File: src/verilog/rcs_pkg.sv
// Purpose: shared constants and types of the reference clock selector
// Assumes: one clock derived from the VCXO
// Notes: widths here are defaults for the selector parameters
package rcs_pkg;
	// ==========================================
	// Selection modes
	typedef enum {RCS_MODE_HOLD_MANUAL, RCS_MODE_MANUAL, RCS_MODE_AUTO} rcs_mode_e;

	// ==========================================
	// Counter widths and figures
	localparam int RCS_CNT_W = 16;       // Hold-off and prescale count width
	localparam int RCS_VAL_W = 8;        // Revalidation count width
	localparam int RCS_MON_W = 5;        // Monitor divider width
	localparam int RCS_MON_DIV = 5;      // Default monitor divide ratio
	localparam int RCS_LOSS_EDGES = 3;   // Missing edges that declare loss
	localparam logic RCS_IN_PRIMARY = 1'h0; // Selection after reset
endpackage

File: src/verilog/rcs_reference_clock_selector.sv
// Purpose: pick one of two reference inputs for the PLL, with hold-off holdover
// Assumes: reference inputs sampled as synchronous levels, clk is the VCXO clock
// Notes: mode 1,1,x is treated as plain manual control
//
// Behaviour
// - Decode holdover enable and mode bits.
// - Manual modes follow pin or register select.
// - Manual modes keep lost reference, no holdover.
// - Holdover mode: user change enters holdover, loads counter.
// - Holdover mode: switch and leave at expiry.
// - Holdover lasts count times prescale VCXO periods.
// - Holdover ends even if new input lost.
// - Holdover mode flags: hold, selection, status.
// - Plain manual: switch at once, real status.
// - Automatic: failing selected input swaps input.
// - Automatic: primary loss switches without holdover.
// - Automatic flags: machine choice, real status, hold=1.
// - Automatic: no valid input, no switch, unlocked.
// - Automatic: relock after input revalidates.
// - Automatic: user change switches directly, even invalid.
// - Loss after three missing edges versus monitor.
// - Revalidate after configured consecutive input periods.
`timescale 1ns/100ps
module rcs_reference_clock_selector
	import rcs_pkg::*;
#(
	parameter int CNT_W = RCS_CNT_W,
	parameter int VAL_W = RCS_VAL_W,
	parameter int MON_W = RCS_MON_W
) (
	input wire logic clk,
	input wire logic rst_n,
	input wire logic holdoverEnableN,        // Low selects holdover manual mode
	input wire logic modeSelectHiN,          // Mode select high bit
	input wire logic modeSelectLoN,          // Mode select low bit
	input wire logic externalRefSelectPin,   // Select pin
	input wire logic internalRefSelect,      // Select register bit
	input wire logic useExternalSelect,      // High: pin chooses, low: register
	input wire logic [1:0] refClk,           // Sampled reference inputs
	input wire logic [MON_W-1:0] monitorDivide,     // VCXO divide for monitor
	input wire logic [CNT_W-1:0] holdoffCount,      // Hold-off down-count
	input wire logic [CNT_W-1:0] holdoffPrescaleCount, // VCXO periods per step
	input wire logic [VAL_W-1:0] revalidationCount, // Good periods to revalidate
	output logic [1:0] inputLossFlag,        // Loss per input
	output logic holdoverFlagN,              // Low during holdover
	output logic selectedInputFlag,          // Chosen input
	output logic referenceStatusFlag,        // Loss status of chosen input
	output logic pllRefSelect,               // Input feeding the PLL
	output logic pllUnlocked                 // No usable reference
);
	// ==========================================
	// Mode decode
	rcs_mode_e mode;
	logic userSel;

	// Mode from the three control bits
	always_comb begin
		if (!holdoverEnableN) begin
			mode = RCS_MODE_HOLD_MANUAL;
		end else if (!modeSelectHiN && modeSelectLoN) begin
			mode = RCS_MODE_AUTO;
		end else begin
			mode = RCS_MODE_MANUAL;
		end
		userSel = useExternalSelect ? externalRefSelectPin : internalRefSelect;
	end

	// ==========================================
	// Monitor divider
	logic [MON_W-1:0] monCnt, next_monCnt;
	logic monTick, next_monTick;

	// Divided VCXO tick, one cycle wide
	always_comb begin
		next_monTick = 1'b0;
		next_monCnt = monCnt + 1'b1;
		if (monCnt + 1'b1 >= monitorDivide) begin
			next_monCnt = '0;
			next_monTick = 1'b1;
		end
	end

	always_ff @(posedge clk) begin
		if (!rst_n) begin
			monCnt <= '0;
			monTick <= 1'b0;
		end else begin
			monCnt <= next_monCnt;
			monTick <= next_monTick;
		end
	end

	// ==========================================
	// Loss detectors, one per input
	wire [1:0] lost; // One bit per detector instance
	genvar gi;
	generate
		for (gi = 0; gi < 2; gi++) begin : g_mon
			logic prevClk, edgeSeen, lostQ, next_lostQ;
			logic [1:0] missCnt, next_missCnt;
			logic [VAL_W-1:0] goodCnt, next_goodCnt;
			assign edgeSeen = refClk[gi] && !prevClk;
			// Count ticks without an edge and edges while lost
			always_comb begin
				next_missCnt = missCnt;
				next_goodCnt = goodCnt;
				next_lostQ = lostQ;
				if (edgeSeen) begin
					next_missCnt = '0;
				end else if (monTick && missCnt != 2'(RCS_LOSS_EDGES)) begin
					next_missCnt = missCnt + 1'b1;
				end
				if (!edgeSeen && monTick && missCnt == 2'(RCS_LOSS_EDGES - 1)) begin
					next_lostQ = 1'b1;
					next_goodCnt = '0;
				end else if (lostQ && edgeSeen) begin
					next_goodCnt = goodCnt + 1'b1;
					if (goodCnt + 1'b1 >= revalidationCount) begin
						next_lostQ = 1'b0;
						next_goodCnt = '0;
					end
				end else if (lostQ && missCnt != '0 && monTick) begin
					// Gap breaks the run
					next_goodCnt = '0;
				end
			end

			always_ff @(posedge clk) begin
				if (!rst_n) begin
					prevClk <= 1'b0;
					missCnt <= '0;
					goodCnt <= '0;
					lostQ <= 1'b0;
				end else begin
					prevClk <= refClk[gi];
					missCnt <= next_missCnt;
					goodCnt <= next_goodCnt;
					lostQ <= next_lostQ;
				end
			end
			assign lost[gi] = lostQ;
		end
	endgenerate

	// ==========================================
	// Selection and hold-off
	logic activeSel, next_activeSel;
	logic lastUser, next_lastUser;
	logic holdover, next_holdover;
	logic [CNT_W-1:0] holdCnt, next_holdCnt;
	logic [CNT_W-1:0] preCnt, next_preCnt;
	logic expire;
	logic [1:0] lostSeen, next_lostSeen; // Loss state one cycle back
	logic swapEvent; // Automatic swap condition

	// Expiry on the last prescale step of the last hold-off step
	assign expire = (holdCnt <= 1) && (preCnt <= 1);

	// Swap only on a fresh loss of the active input or a fresh return of the spare;
	// a user pick of a dead input then stays put and the PLL may stall
	assign swapEvent = lost[activeSel] && !lost[!activeSel] && (!lostSeen[activeSel] || lostSeen[!activeSel]);

	always_comb begin
		next_activeSel = activeSel;
		next_lastUser = userSel;
		next_holdover = holdover;
		next_holdCnt = holdCnt;
		next_preCnt = preCnt;
		next_lostSeen = lost;
		case (mode)
			RCS_MODE_HOLD_MANUAL: begin
				if (holdover) begin
					// count prescale periods per hold-off step
					if (preCnt > 1) begin
						next_preCnt = preCnt - 1'b1;
					end else begin
						next_preCnt = holdoffPrescaleCount;
						next_holdCnt = holdCnt - 1'b1;
					end
					// switch at expiry, regardless of loss
					if (expire) begin
						next_activeSel = userSel;
						next_holdover = 1'b0;
					end
				end else if (userSel != activeSel) begin
					next_holdover = 1'b1;
					next_holdCnt = holdoffCount;
					next_preCnt = holdoffPrescaleCount;
				end
				// loss alone never moves the choice
			end
			RCS_MODE_MANUAL: begin
				next_activeSel = userSel;
				next_holdover = 1'b0;
			end
			RCS_MODE_AUTO: begin
				next_holdover = 1'b0;
				if (userSel != lastUser) begin
					next_activeSel = userSel;
				end else if (swapEvent) begin
					next_activeSel = !activeSel;
				end
			end
			default: begin
				next_holdover = 1'b0;
			end
		endcase
	end

	always_ff @(posedge clk) begin
		if (!rst_n) begin
			activeSel <= RCS_IN_PRIMARY;
			lastUser <= RCS_IN_PRIMARY;
			holdover <= 1'b0;
			holdCnt <= '0;
			preCnt <= '0;
			lostSeen <= '0;
		end else begin
			activeSel <= next_activeSel;
			lastUser <= next_lastUser;
			holdover <= next_holdover;
			holdCnt <= next_holdCnt;
			preCnt <= next_preCnt;
			lostSeen <= next_lostSeen;
		end
	end

	// ==========================================
	// Status outputs
	logic next_selFlag, next_refFlag;

	always_comb begin
		// holdover mode shows the user's choice
		next_selFlag = (mode == RCS_MODE_HOLD_MANUAL) ? userSel : activeSel;
		next_refFlag = lost[activeSel];
		if (mode == RCS_MODE_HOLD_MANUAL) begin
			// status only while a switch is pending
			next_refFlag = holdover ? lost[userSel] : 1'b0;
		end
	end

	always_ff @(posedge clk) begin
		if (!rst_n) begin
			inputLossFlag <= '0;
			holdoverFlagN <= 1'b1;
			selectedInputFlag <= RCS_IN_PRIMARY;
			referenceStatusFlag <= 1'b0;
			pllRefSelect <= RCS_IN_PRIMARY;
			pllUnlocked <= 1'b0;
		end else begin
			inputLossFlag <= lost;
			holdoverFlagN <= !holdover;
			selectedInputFlag <= next_selFlag;
			referenceStatusFlag <= next_refFlag;
			pllRefSelect <= activeSel;
			pllUnlocked <= lost[activeSel];
		end
	end
endmodule

File: config.mk
export PLATFORM = sky130hd
export DESIGN_NAME = rcs_reference_clock_selector
export DESIGN_NICKNAME = d
export VERILOG_FILES = /design/src/verilog/rcs_pkg.sv /design/src/verilog/rcs_reference_clock_selector.sv
export SDC_FILE = /design/constraint.sdc
export NUM_CORES = 1
export LEC_CHECK = 0
export BUFFER_PORTS_ARGS = -buffer_cell sky130_fd_sc_hd__buf_2
export CAP_MARGIN = 20
export CORE_MARGIN = 5
export CORE_UTILIZATION = 45
export DETAILED_ROUTE_END_ITERATION = 6
export GPL_TIMING_DRIVEN = 0
export PLACE_DENSITY = 0.65
export RECOVER_POWER = 50
export SETUP_SLACK_MARGIN = 0.5
export SLEW_MARGIN = 20
export SYNTH_ARGS = -nofsm -noshare
export SYNTH_HDL_FRONTEND = slang
export SYNTH_SLANG_ARGS = --single-unit
File: constraint.sdc
create_clock -name clk -period 3 [get_ports clk]
set_clock_uncertainty 0.1 [all_clocks]
set_input_delay 0.3 -clock clk [delete_from_list [all_inputs] [get_ports clk]]
set_output_delay 0.3 -clock clk [all_outputs]
set_load 0.02 [all_outputs]
==> metrics.yaml, run 1 <==
clk_latency_ns: 0.35
detail_route.first_pass.iterations: 5
crit_path_top_delay_cell: "dfxtp_1"
seq_area_um2: 1449
ys_warn_count: 0
run_status: "complete, no violations"
async_reset_ff_share_pct: 0
cts_made_buffers: 9
critPathRequiredTime_ns: 3.19
clock_sinks: 72
hold_viol: 0
syn2layout_area_growth_pct: 21.17
wirelength_mm: 11.59
crit_type: "register to register"
r2r-start: "g_mon[1].goodCnt[0]"
postLayoutCoreUtil_pct: 55.28
rsz0062_at_grt: "true"
gp_congestion: 0.8808
dp.cells: 752
p_leak_nw: 2.252
max-cap-violations: 0
path_buf_inv: 1
ios: 62
finalCritPeriodShare_pct: 83.04
intPower_mw: 1.664
setup-violations-final: 0
syn_area_um2: 4398
antenna_left: 0
slew_headroom_pct: 48.59
grt_pass1_vias: 4011
avgSynthCellArea_um2: 7.882
seq_area_frac_synth_pct: 32.77
num_antenna_cells: 0
core_um2: 9639
start_util_pct: 45.63
num_rows: 36
multi_input_area_um2: 2895
io_buffers: 61
hold_buffers: 0
seqPwrFrac_pct: 42.8
first_iter_violations: 255
fin_area_um2: 5329
place_area_um2: 4870
worstPathCellList: "ha_4 > nand3_4 > nor2_4 > xor2_2 > ha_1 > a21o_1 > nand2_1 > and4_1 > buf_6 > a21bo_2 > a21oi_1 > a21o_1"
fin_setup_tns_ns: 0
combPwrFrac_pct: 26.3
drcViolationCount: 0
min_from: "refClk[1]"
start_kind: "register"
grt_use_total_pct: 19.71
max-vdd-ir-drop_v: 0.0002456
syn_inst: 558
cp_max_fo: 6
swShare_pct: 32.97
crit_family: "compound AO/OA/AOI/OAI gates"
final_cell_mix: "dfxtp_1, nand2_1, nor2_1"
clockBufferDepth: 2
final_common_cell: "dfxtp_1"
die_y_um: 108.9
crit_top_cell: "a21o_1"
final_nets: 729
cts-root-buf: "clkbuf_8"
grt_overflow_total: 0
slew_viol_final: 0
power_frac_clock_pct: 30.9
drive_gt1_share_pct: 19.88
wire_per_inst_um: 14.92
viasPerCell: 5.508
synth_edf_count: 0
postSynthNetCount: 647
final.fill_count: 925
power_switching_mw: 0.8183
htreeDepth: 3
critPathMaxStageDelay_ns: 0.43
ys_ff_latch: 72
cp-startpoint: "g_mon[1].goodCnt[0]"
max_freq_mhz: 401.4
grt_max_degree: 12
worstSetupEndpointType: "register"
cts_tree: "built"
tightestPinTransition_ns: 0.7648
clk_pin_slew_ns: 0.08
stdcell_count: 777
synth_ff_type: "dfxtp_1"
die_x_um: 108.9
arrival_ns: 2.69
antenna_found_initial: 0
p_per_area_nw_per_um2: 465.8
hp-class: "input port to register"
die-area_um2: 11850
ys_types: 58
hpwl_mm: 8.381
vias: 4280
period_needed_ns: 2.491
grt_pass1_wl_mm: 18.57
==> logic make-up (layout without fill, tap and decap cells) <==
kind of cell	count (synthesis)	after routing	synth area share, %
buf+inv	54	140	5.348
mux	4	4	0.9673
xor+xnor	15	15	2.987
fa+ha+maj	34	34	9.673
flops	72	72	32.77
simple gates	220	220	24.69
compound gates	159	159	23.56
==> power by group through the flow <==
stage	Clock, mW	Combinational, mW	Sequential [mW]
3_5_place_dp	0	0.621	1.08
6_report	0.767	0.653	1.06
5_1_grt	0.839	0.725	1.07
2_1_floorplan	0	0.455	1.07
3_3_place_gp	0	0.608	1.08
4_1_cts	0.786	0.627	1.06
==> synth_stat cells, types with 3 or more instances <==
cell	count	area, um2
inv_1	29	108.9
and2_1	6	37.54
nor3_1	17	85.08
ha_1	34	425.4
or4_1	7	52.55
a32o_1	11	110.1
a21o_1	11	82.58
nor2b_1	16	100.1
clkbuf_1	18	67.56
buf_6	3	33.78
and3_1	4	25.02
nor2_1	60	225.2
dfxtp_1	72	1441
xnor2_1	9	78.83
a21boi_0	4	30.03
a21oi_1	49	245.2
nand3_1	18	90.09
o2111a_1	3	33.78
o22ai_1	4	25.02
o21ai_0	40	200.2
nand2_1	57	214.0
nor4_1	6	37.54
xor2_1	6	52.55
a211oi_1	4	30.03
a221oi_1	3	26.28
nand2b_1	12	75.07
o21a_1	8	60.06
==> layout make-up <==
class                      instances  share of cell area (%)
clock buffer                      12                   2.724
clock inverter                     3                  0.7983
inverter                          29                   2.043
timing repair buffer              71                   7.044
buffer                            25                   2.747
sequential                        72                   27.19
multi-input combinational        432                   54.33
tap                              133                   3.123
==> through the flow <==
stage / power, mW / worst slack [ns] / hold WS, ns
after CTS: 2.470 / 0.5038 / 0.05268
after floorplan: 1.527 / 0.5878 / 0.3217
after detailed placement: 1.702 / 0.1772 / 0.3538
final: 2.482 / 0.5089 / 0.06998
after global placement: 1.687 / 0.2405 / 0.3553
after global routing: 2.635 / 0.3814 / 0.06621
==> what timing repair did <==
action | 4_1_cts | 5_1_grt
pin swaps | 6 | 13
hold endpoints to repair | 0 | 0
gates cloned | 0 | 1
setup endpoints to repair | 9 | 29
setup buffers | 3 | 6
gates resized for setup | 14 | 46
==> worst paths after layout <==
path / to / slack, ns / depth (start not counted)
worst max-delay path: g_mon[1].goodCnt[2] / 0.51 / 12
worst min register to register: monCnt[0] / 0.37 / 1
worst max register to register: g_mon[1].goodCnt[2] / 0.51 / 12
worst min-delay path: g_mon[1].prevClk / 0.07 / 2
==> sequential cells by signal, indices dropped and copies added, names as in the netlist, 2 cells and up <==
register       count
g_mon.goodCnt     16
g_mon.lostQ        2
g_mon.missCnt      4
g_mon.prevClk      2
holdCnt           16
inputLossFlag      2
monCnt             5
preCnt            16
==> routing by layer <==
metal	up-vias	global-route usage, %	routed length, um
li1	2157	-	-
met1	1999	26.67	5361
met2	111	30.83	5436
met3	13	4.263	630
met4	0	7.214	160
met5	-	0	0
==> worst reg2reg max path: cells and delay by family (launching register included) <==
family                     cells  cell delay (ns)
buffers and inverters          1             0.12
and+or+nand+nor                4             0.50
adders and majority gates      2             0.47
xor gates and xnor gates       1             0.18
DFF                            1             0.43
AOI/OAI and AO/OA              4             0.64
Note: power is estimated with default switching activity, not from simulation.
==> run 2, diff against run 1 <==
--- a/config.mk
+++ b/config.mk
@@ -5,13 +5,13 @@
 export SDC_FILE = /design/constraint.sdc
 export NUM_CORES = 1
 export LEC_CHECK = 0
+export ABC_AREA = 1
 export BUFFER_PORTS_ARGS = -buffer_cell sky130_fd_sc_hd__buf_2
 export CAP_MARGIN = 20
 export CORE_MARGIN = 5
 export CORE_UTILIZATION = 45
 export DETAILED_ROUTE_END_ITERATION = 6
 export GPL_TIMING_DRIVEN = 0
-export PLACE_DENSITY = 0.65
 export RECOVER_POWER = 50
 export SETUP_SLACK_MARGIN = 0.5
 export SLEW_MARGIN = 20
==> constraint.sdc (replaced) <==
create_clock -name clk -period 2.5 [get_ports clk]
set_clock_uncertainty 0.1 [all_clocks]
set_input_delay 0.25 -clock clk [delete_from_list [all_inputs] [get_ports clk]]
set_output_delay 0.25 -clock clk [all_outputs]
set_load 0.02 [all_outputs]
==> run 2 against run 1 <==
Setup slack lost 0.19 ns; count of clock-buffer cells in the layout shrank 2; wire length grew 8.6%; first-iteration DRC count grew 27%; synthesized cell count grew 33%; register-to-register slack lost 0.19 ns; global-route usage grew 0.42 points; sequential power grew 21%; die area grew 9.2%; highest routed layer unchanged.
==> metrics.yaml, run 2 <==
run_status: "complete, no violations"
critPathRequiredTime_ns: 2.61  # -0.58 ns
io_buffers: 60  # -1.6%
synth_common_cells: "nand2_1, inv_1, nor2_1, dfxtp_1, nand3_1"
syn_inst: 744  # +33%
crit_type: "register to register"
first_iter_violations: 324  # +27%
synth-compound-area-share_pct: 12.55  # -11 points
start_util_pct: 46.52  # +0.90 points
vias: 4905  # +15%
synth_top_family_by_area: "simple AND/OR/NAND/NOR gates"
largestRegisters: "g_mon.goodCnt x16, holdCnt x16, preCnt x16"
die_y_um: 113.8  # +4.5%
cts-root-buf: "clkbuf_8"
core_um2: 10420  # +8.1%
synth_area_leader_cell: "dfxtp_1"
r2r_setup_slack_ns: 0.32  # -0.19 ns
finalCritPeriodShare_pct: 87.13  # +4.1 points
grt_use_total_pct: 20.13  # +0.42 points
setup-violations-final: 0  # unchanged
ys_warn_count: 0  # unchanged
syn_area_um2: 4846  # +10%
seq_area_um2: 1470  # +1.5%
drive_gt1_share_pct: 20.79  # +0.91 points
grt_pass1_vias: 4625  # +15%
seqPwrFrac_pct: 41.1  # -1.7 points
die_x_um: 113.8  # +4.5%
wirelength_mm: 12.59  # +8.6%
detail_route.first_pass.iterations: 5  # unchanged
wire_per_inst_um: 12.94  # -13%
ys_types: 43  # -26%
synthMostInstantiatedCell: "nand2_1"
ys_top_cells_by_area: "dfxtp_1, nand2_1, ha_1, inv_1, nor2_1"
hp-class: "input port to register"
grt_pass1_wl_mm: 21.49  # +16%
viasPerCell: 5.041  # -8.5%
power_switching_mw: 1.091  # +33%
start_kind: "register"
clk_pin_slew_ns: 0.08  # about the same
power_frac_clock_pct: 31.2  # +0.3 points
place_area_um2: 5356  # +10%
synthSimpleGateAreaFrac_pct: 35.48  # +11 points
final_cell_mix: "nand2_1, inv_1, nor2_1"
final.fill_count: 1055  # +14%
intPower_mw: 2.033  # +22%
synth_xor_area_share_pct: 2.711  # -0.28 points
num_rows: 37  # +2.8%
ys_ff_latch: 72  # unchanged
max-vdd-ir-drop_v: 0.0003523  # +43%
p_total_mw: 3.124  # +26%
grt_overflow_total: 0  # unchanged
seq_area_frac_synth_pct: 29.74  # -3.0 points
fin_area_um2: 5919  # +11%
rsz0062_at_grt: "true"
yosys.area.top_type_share_pct: 29.74  # -3.0 points
postSynthNetCount: 833  # +29%
muxShareOfSynthArea_pct: 0  # -0.97 points
tightestPinTransition_ns: 0.7723  # +0.007530 ns
cts_made_buffers: 9  # unchanged
ios: 62  # unchanged
p_per_area_nw_per_um2: 527.7  # +13%
period_needed_ns: 2.178  # -0.3129 ns
yosys.area_share.adder_pct: 8.779  # -0.89 points
cts_tree: "built"
cp_max_fo: 10  # +4
slew_headroom_pct: 48.51  # -0.078 points
combPwrFrac_pct: 27.7  # +1.4 points
die-area_um2: 12940  # +9.2%
multi_input_area_um2: 3122  # +7.8%
max-cap-violations: 0  # unchanged
clock_sinks: 72  # unchanged
final_common_cell: "nand2_1"
final_nets: 921  # +26%
htreeDepth: 3  # unchanged
num_antenna_cells: 0  # unchanged
syn2layout_area_growth_pct: 22.15
hpwl_mm: 9.262  # +11%
slew_viol_final: 0  # unchanged
grt_max_degree: 14  # +2
fin_setup_tns_ns: 0  # unchanged
antenna_left: 0  # unchanged
antenna_found_initial: 0  # unchanged
clk_latency_ns: 0.36  # about the same
max_freq_mhz: 459.1  # +14%
clockBufferDepth: 2  # unchanged
worstSetupEndpointType: "register"
async_reset_ff_share_pct: 0  # unchanged
avgSynthCellArea_um2: 6.513  # -17%
swShare_pct: 34.92  # +2.0 points
synth_ff_type: "dfxtp_1"
gp_congestion: 0.9274  # +5.3%
arrival_ns: 2.29  # -0.40 ns
synth_edf_count: 0  # unchanged
hold_viol: 0  # unchanged
drcViolationCount: 0  # unchanged
whs_ns: 0.03621  # -0.03378 ns
p_leak_nw: 2.845  # +26%
## run 2: cell types whose count changed in the layout (fill, tap and decap cells not counted), moves of 10 or more
cell      delta
clkbuf_1    -10
nor2b_1     -16
o21ai_0     -12
inv_1       +76
nor2_1      +33
a32o_1      -11
nand2b_1    -12
nand2_1    +121
nor3_1      -11
nand3_1     +41
nand4_1     +23
## run 2: area by class of cell
type / count / share of cell area, %
multi-input combinational: 544 / 52.74
sequential: 72 / 24.84
timing repair buffer: 77 / 7.461
inverter: 113 / 7.166
tap: 136 / 2.875
clock buffer: 10 / 2.325
buffer: 15 / 1.458
clock inverter: 6 / 1.141
## run 2: power by group through the flow
stage	combinational [mW]	sequential [mW]	clock, mW
2_1_floorplan	0.636	1.30	0
3_3_place_gp	0.820	1.31	0
3_5_place_dp	0.833	1.32	0
4_1_cts	0.859	1.28	1.01
5_1_grt	0.994	1.29	1.06
6_report	0.864	1.28	0.975
## run 2: per-layer routing
layer / global-route usage, % / up-vias / part of all wire [%]
met5: 0 / - / 0
met4: 4.276 / 0 / 0.51
met3: 4.721 / 5 / 4.9
met2: 32.63 / 101 / 46
met1: 27.42 / 2230 / 48
li1: - / 2569 / -
## run 2: timing repair
| action | CTS | global route |
|---|---|---|
| gates resized for setup | 38 | 35 |
| setup buffers | 13 | 1 |
| gates cloned | 1 | 0 |
| endpoints found under the hold margin | 2 | 0 |
| pin swaps | 20 | 23 |
| hold buffers | 2 | 0 |
| setup endpoints to repair | 23 | 39 |
## run 2: critical path, stage by stage, from the launching register on
cell and delay, ns:
dfxtp_1 0.32, inv_1 0.14, ha_1 0.25, o21a_1 0.13, nand3_1 0.37, nand2_8 0.22, clkbuf_2 0.26, nand2_1 0.08
nand3_1 0.08, a21oi_1 0.06
## run 2: final timing paths
path | startpoint | cells after the start | endpoint
hold reg to reg | g_mon[0].missCnt[0] | 2 | g_mon[0].missCnt[0]
setup / recovery | preCnt[0] | 9 | preCnt[3]
hold / removal | holdoffPrescaleCount[0] | 3 | preCnt[0]
setup reg to reg | preCnt[0] | 9 | preCnt[3]
## run 2: logic make-up (layout without fill, tap and decap cells)
| logic type | count (synthesis) | count (layout) |
|---|---|---|
| XOR/XNOR | 15 | 15 |
| adder cells (fa/ha/maj) | 34 | 34 |
| AND/OR/NAND/NOR | 391 | 391 |
| flip-flops | 72 | 72 |
| buffers and inverters | 128 | 221 |
| AO/OA/AOI/OAI | 104 | 104 |
## run 2: stage by stage
stage / utilization (%) / cells / worst slack, ns
final: 56.83 / 973 / 0.3218
after global routing: 56.83 / 973 / 0.1337
after CTS: 55.86 / 972 / 0.3779
after detailed placement: 51.42 / 940 / 0.1903
after global placement: 51.42 / 940 / 0.2307
after floorplan: - / 744 / 0.5180
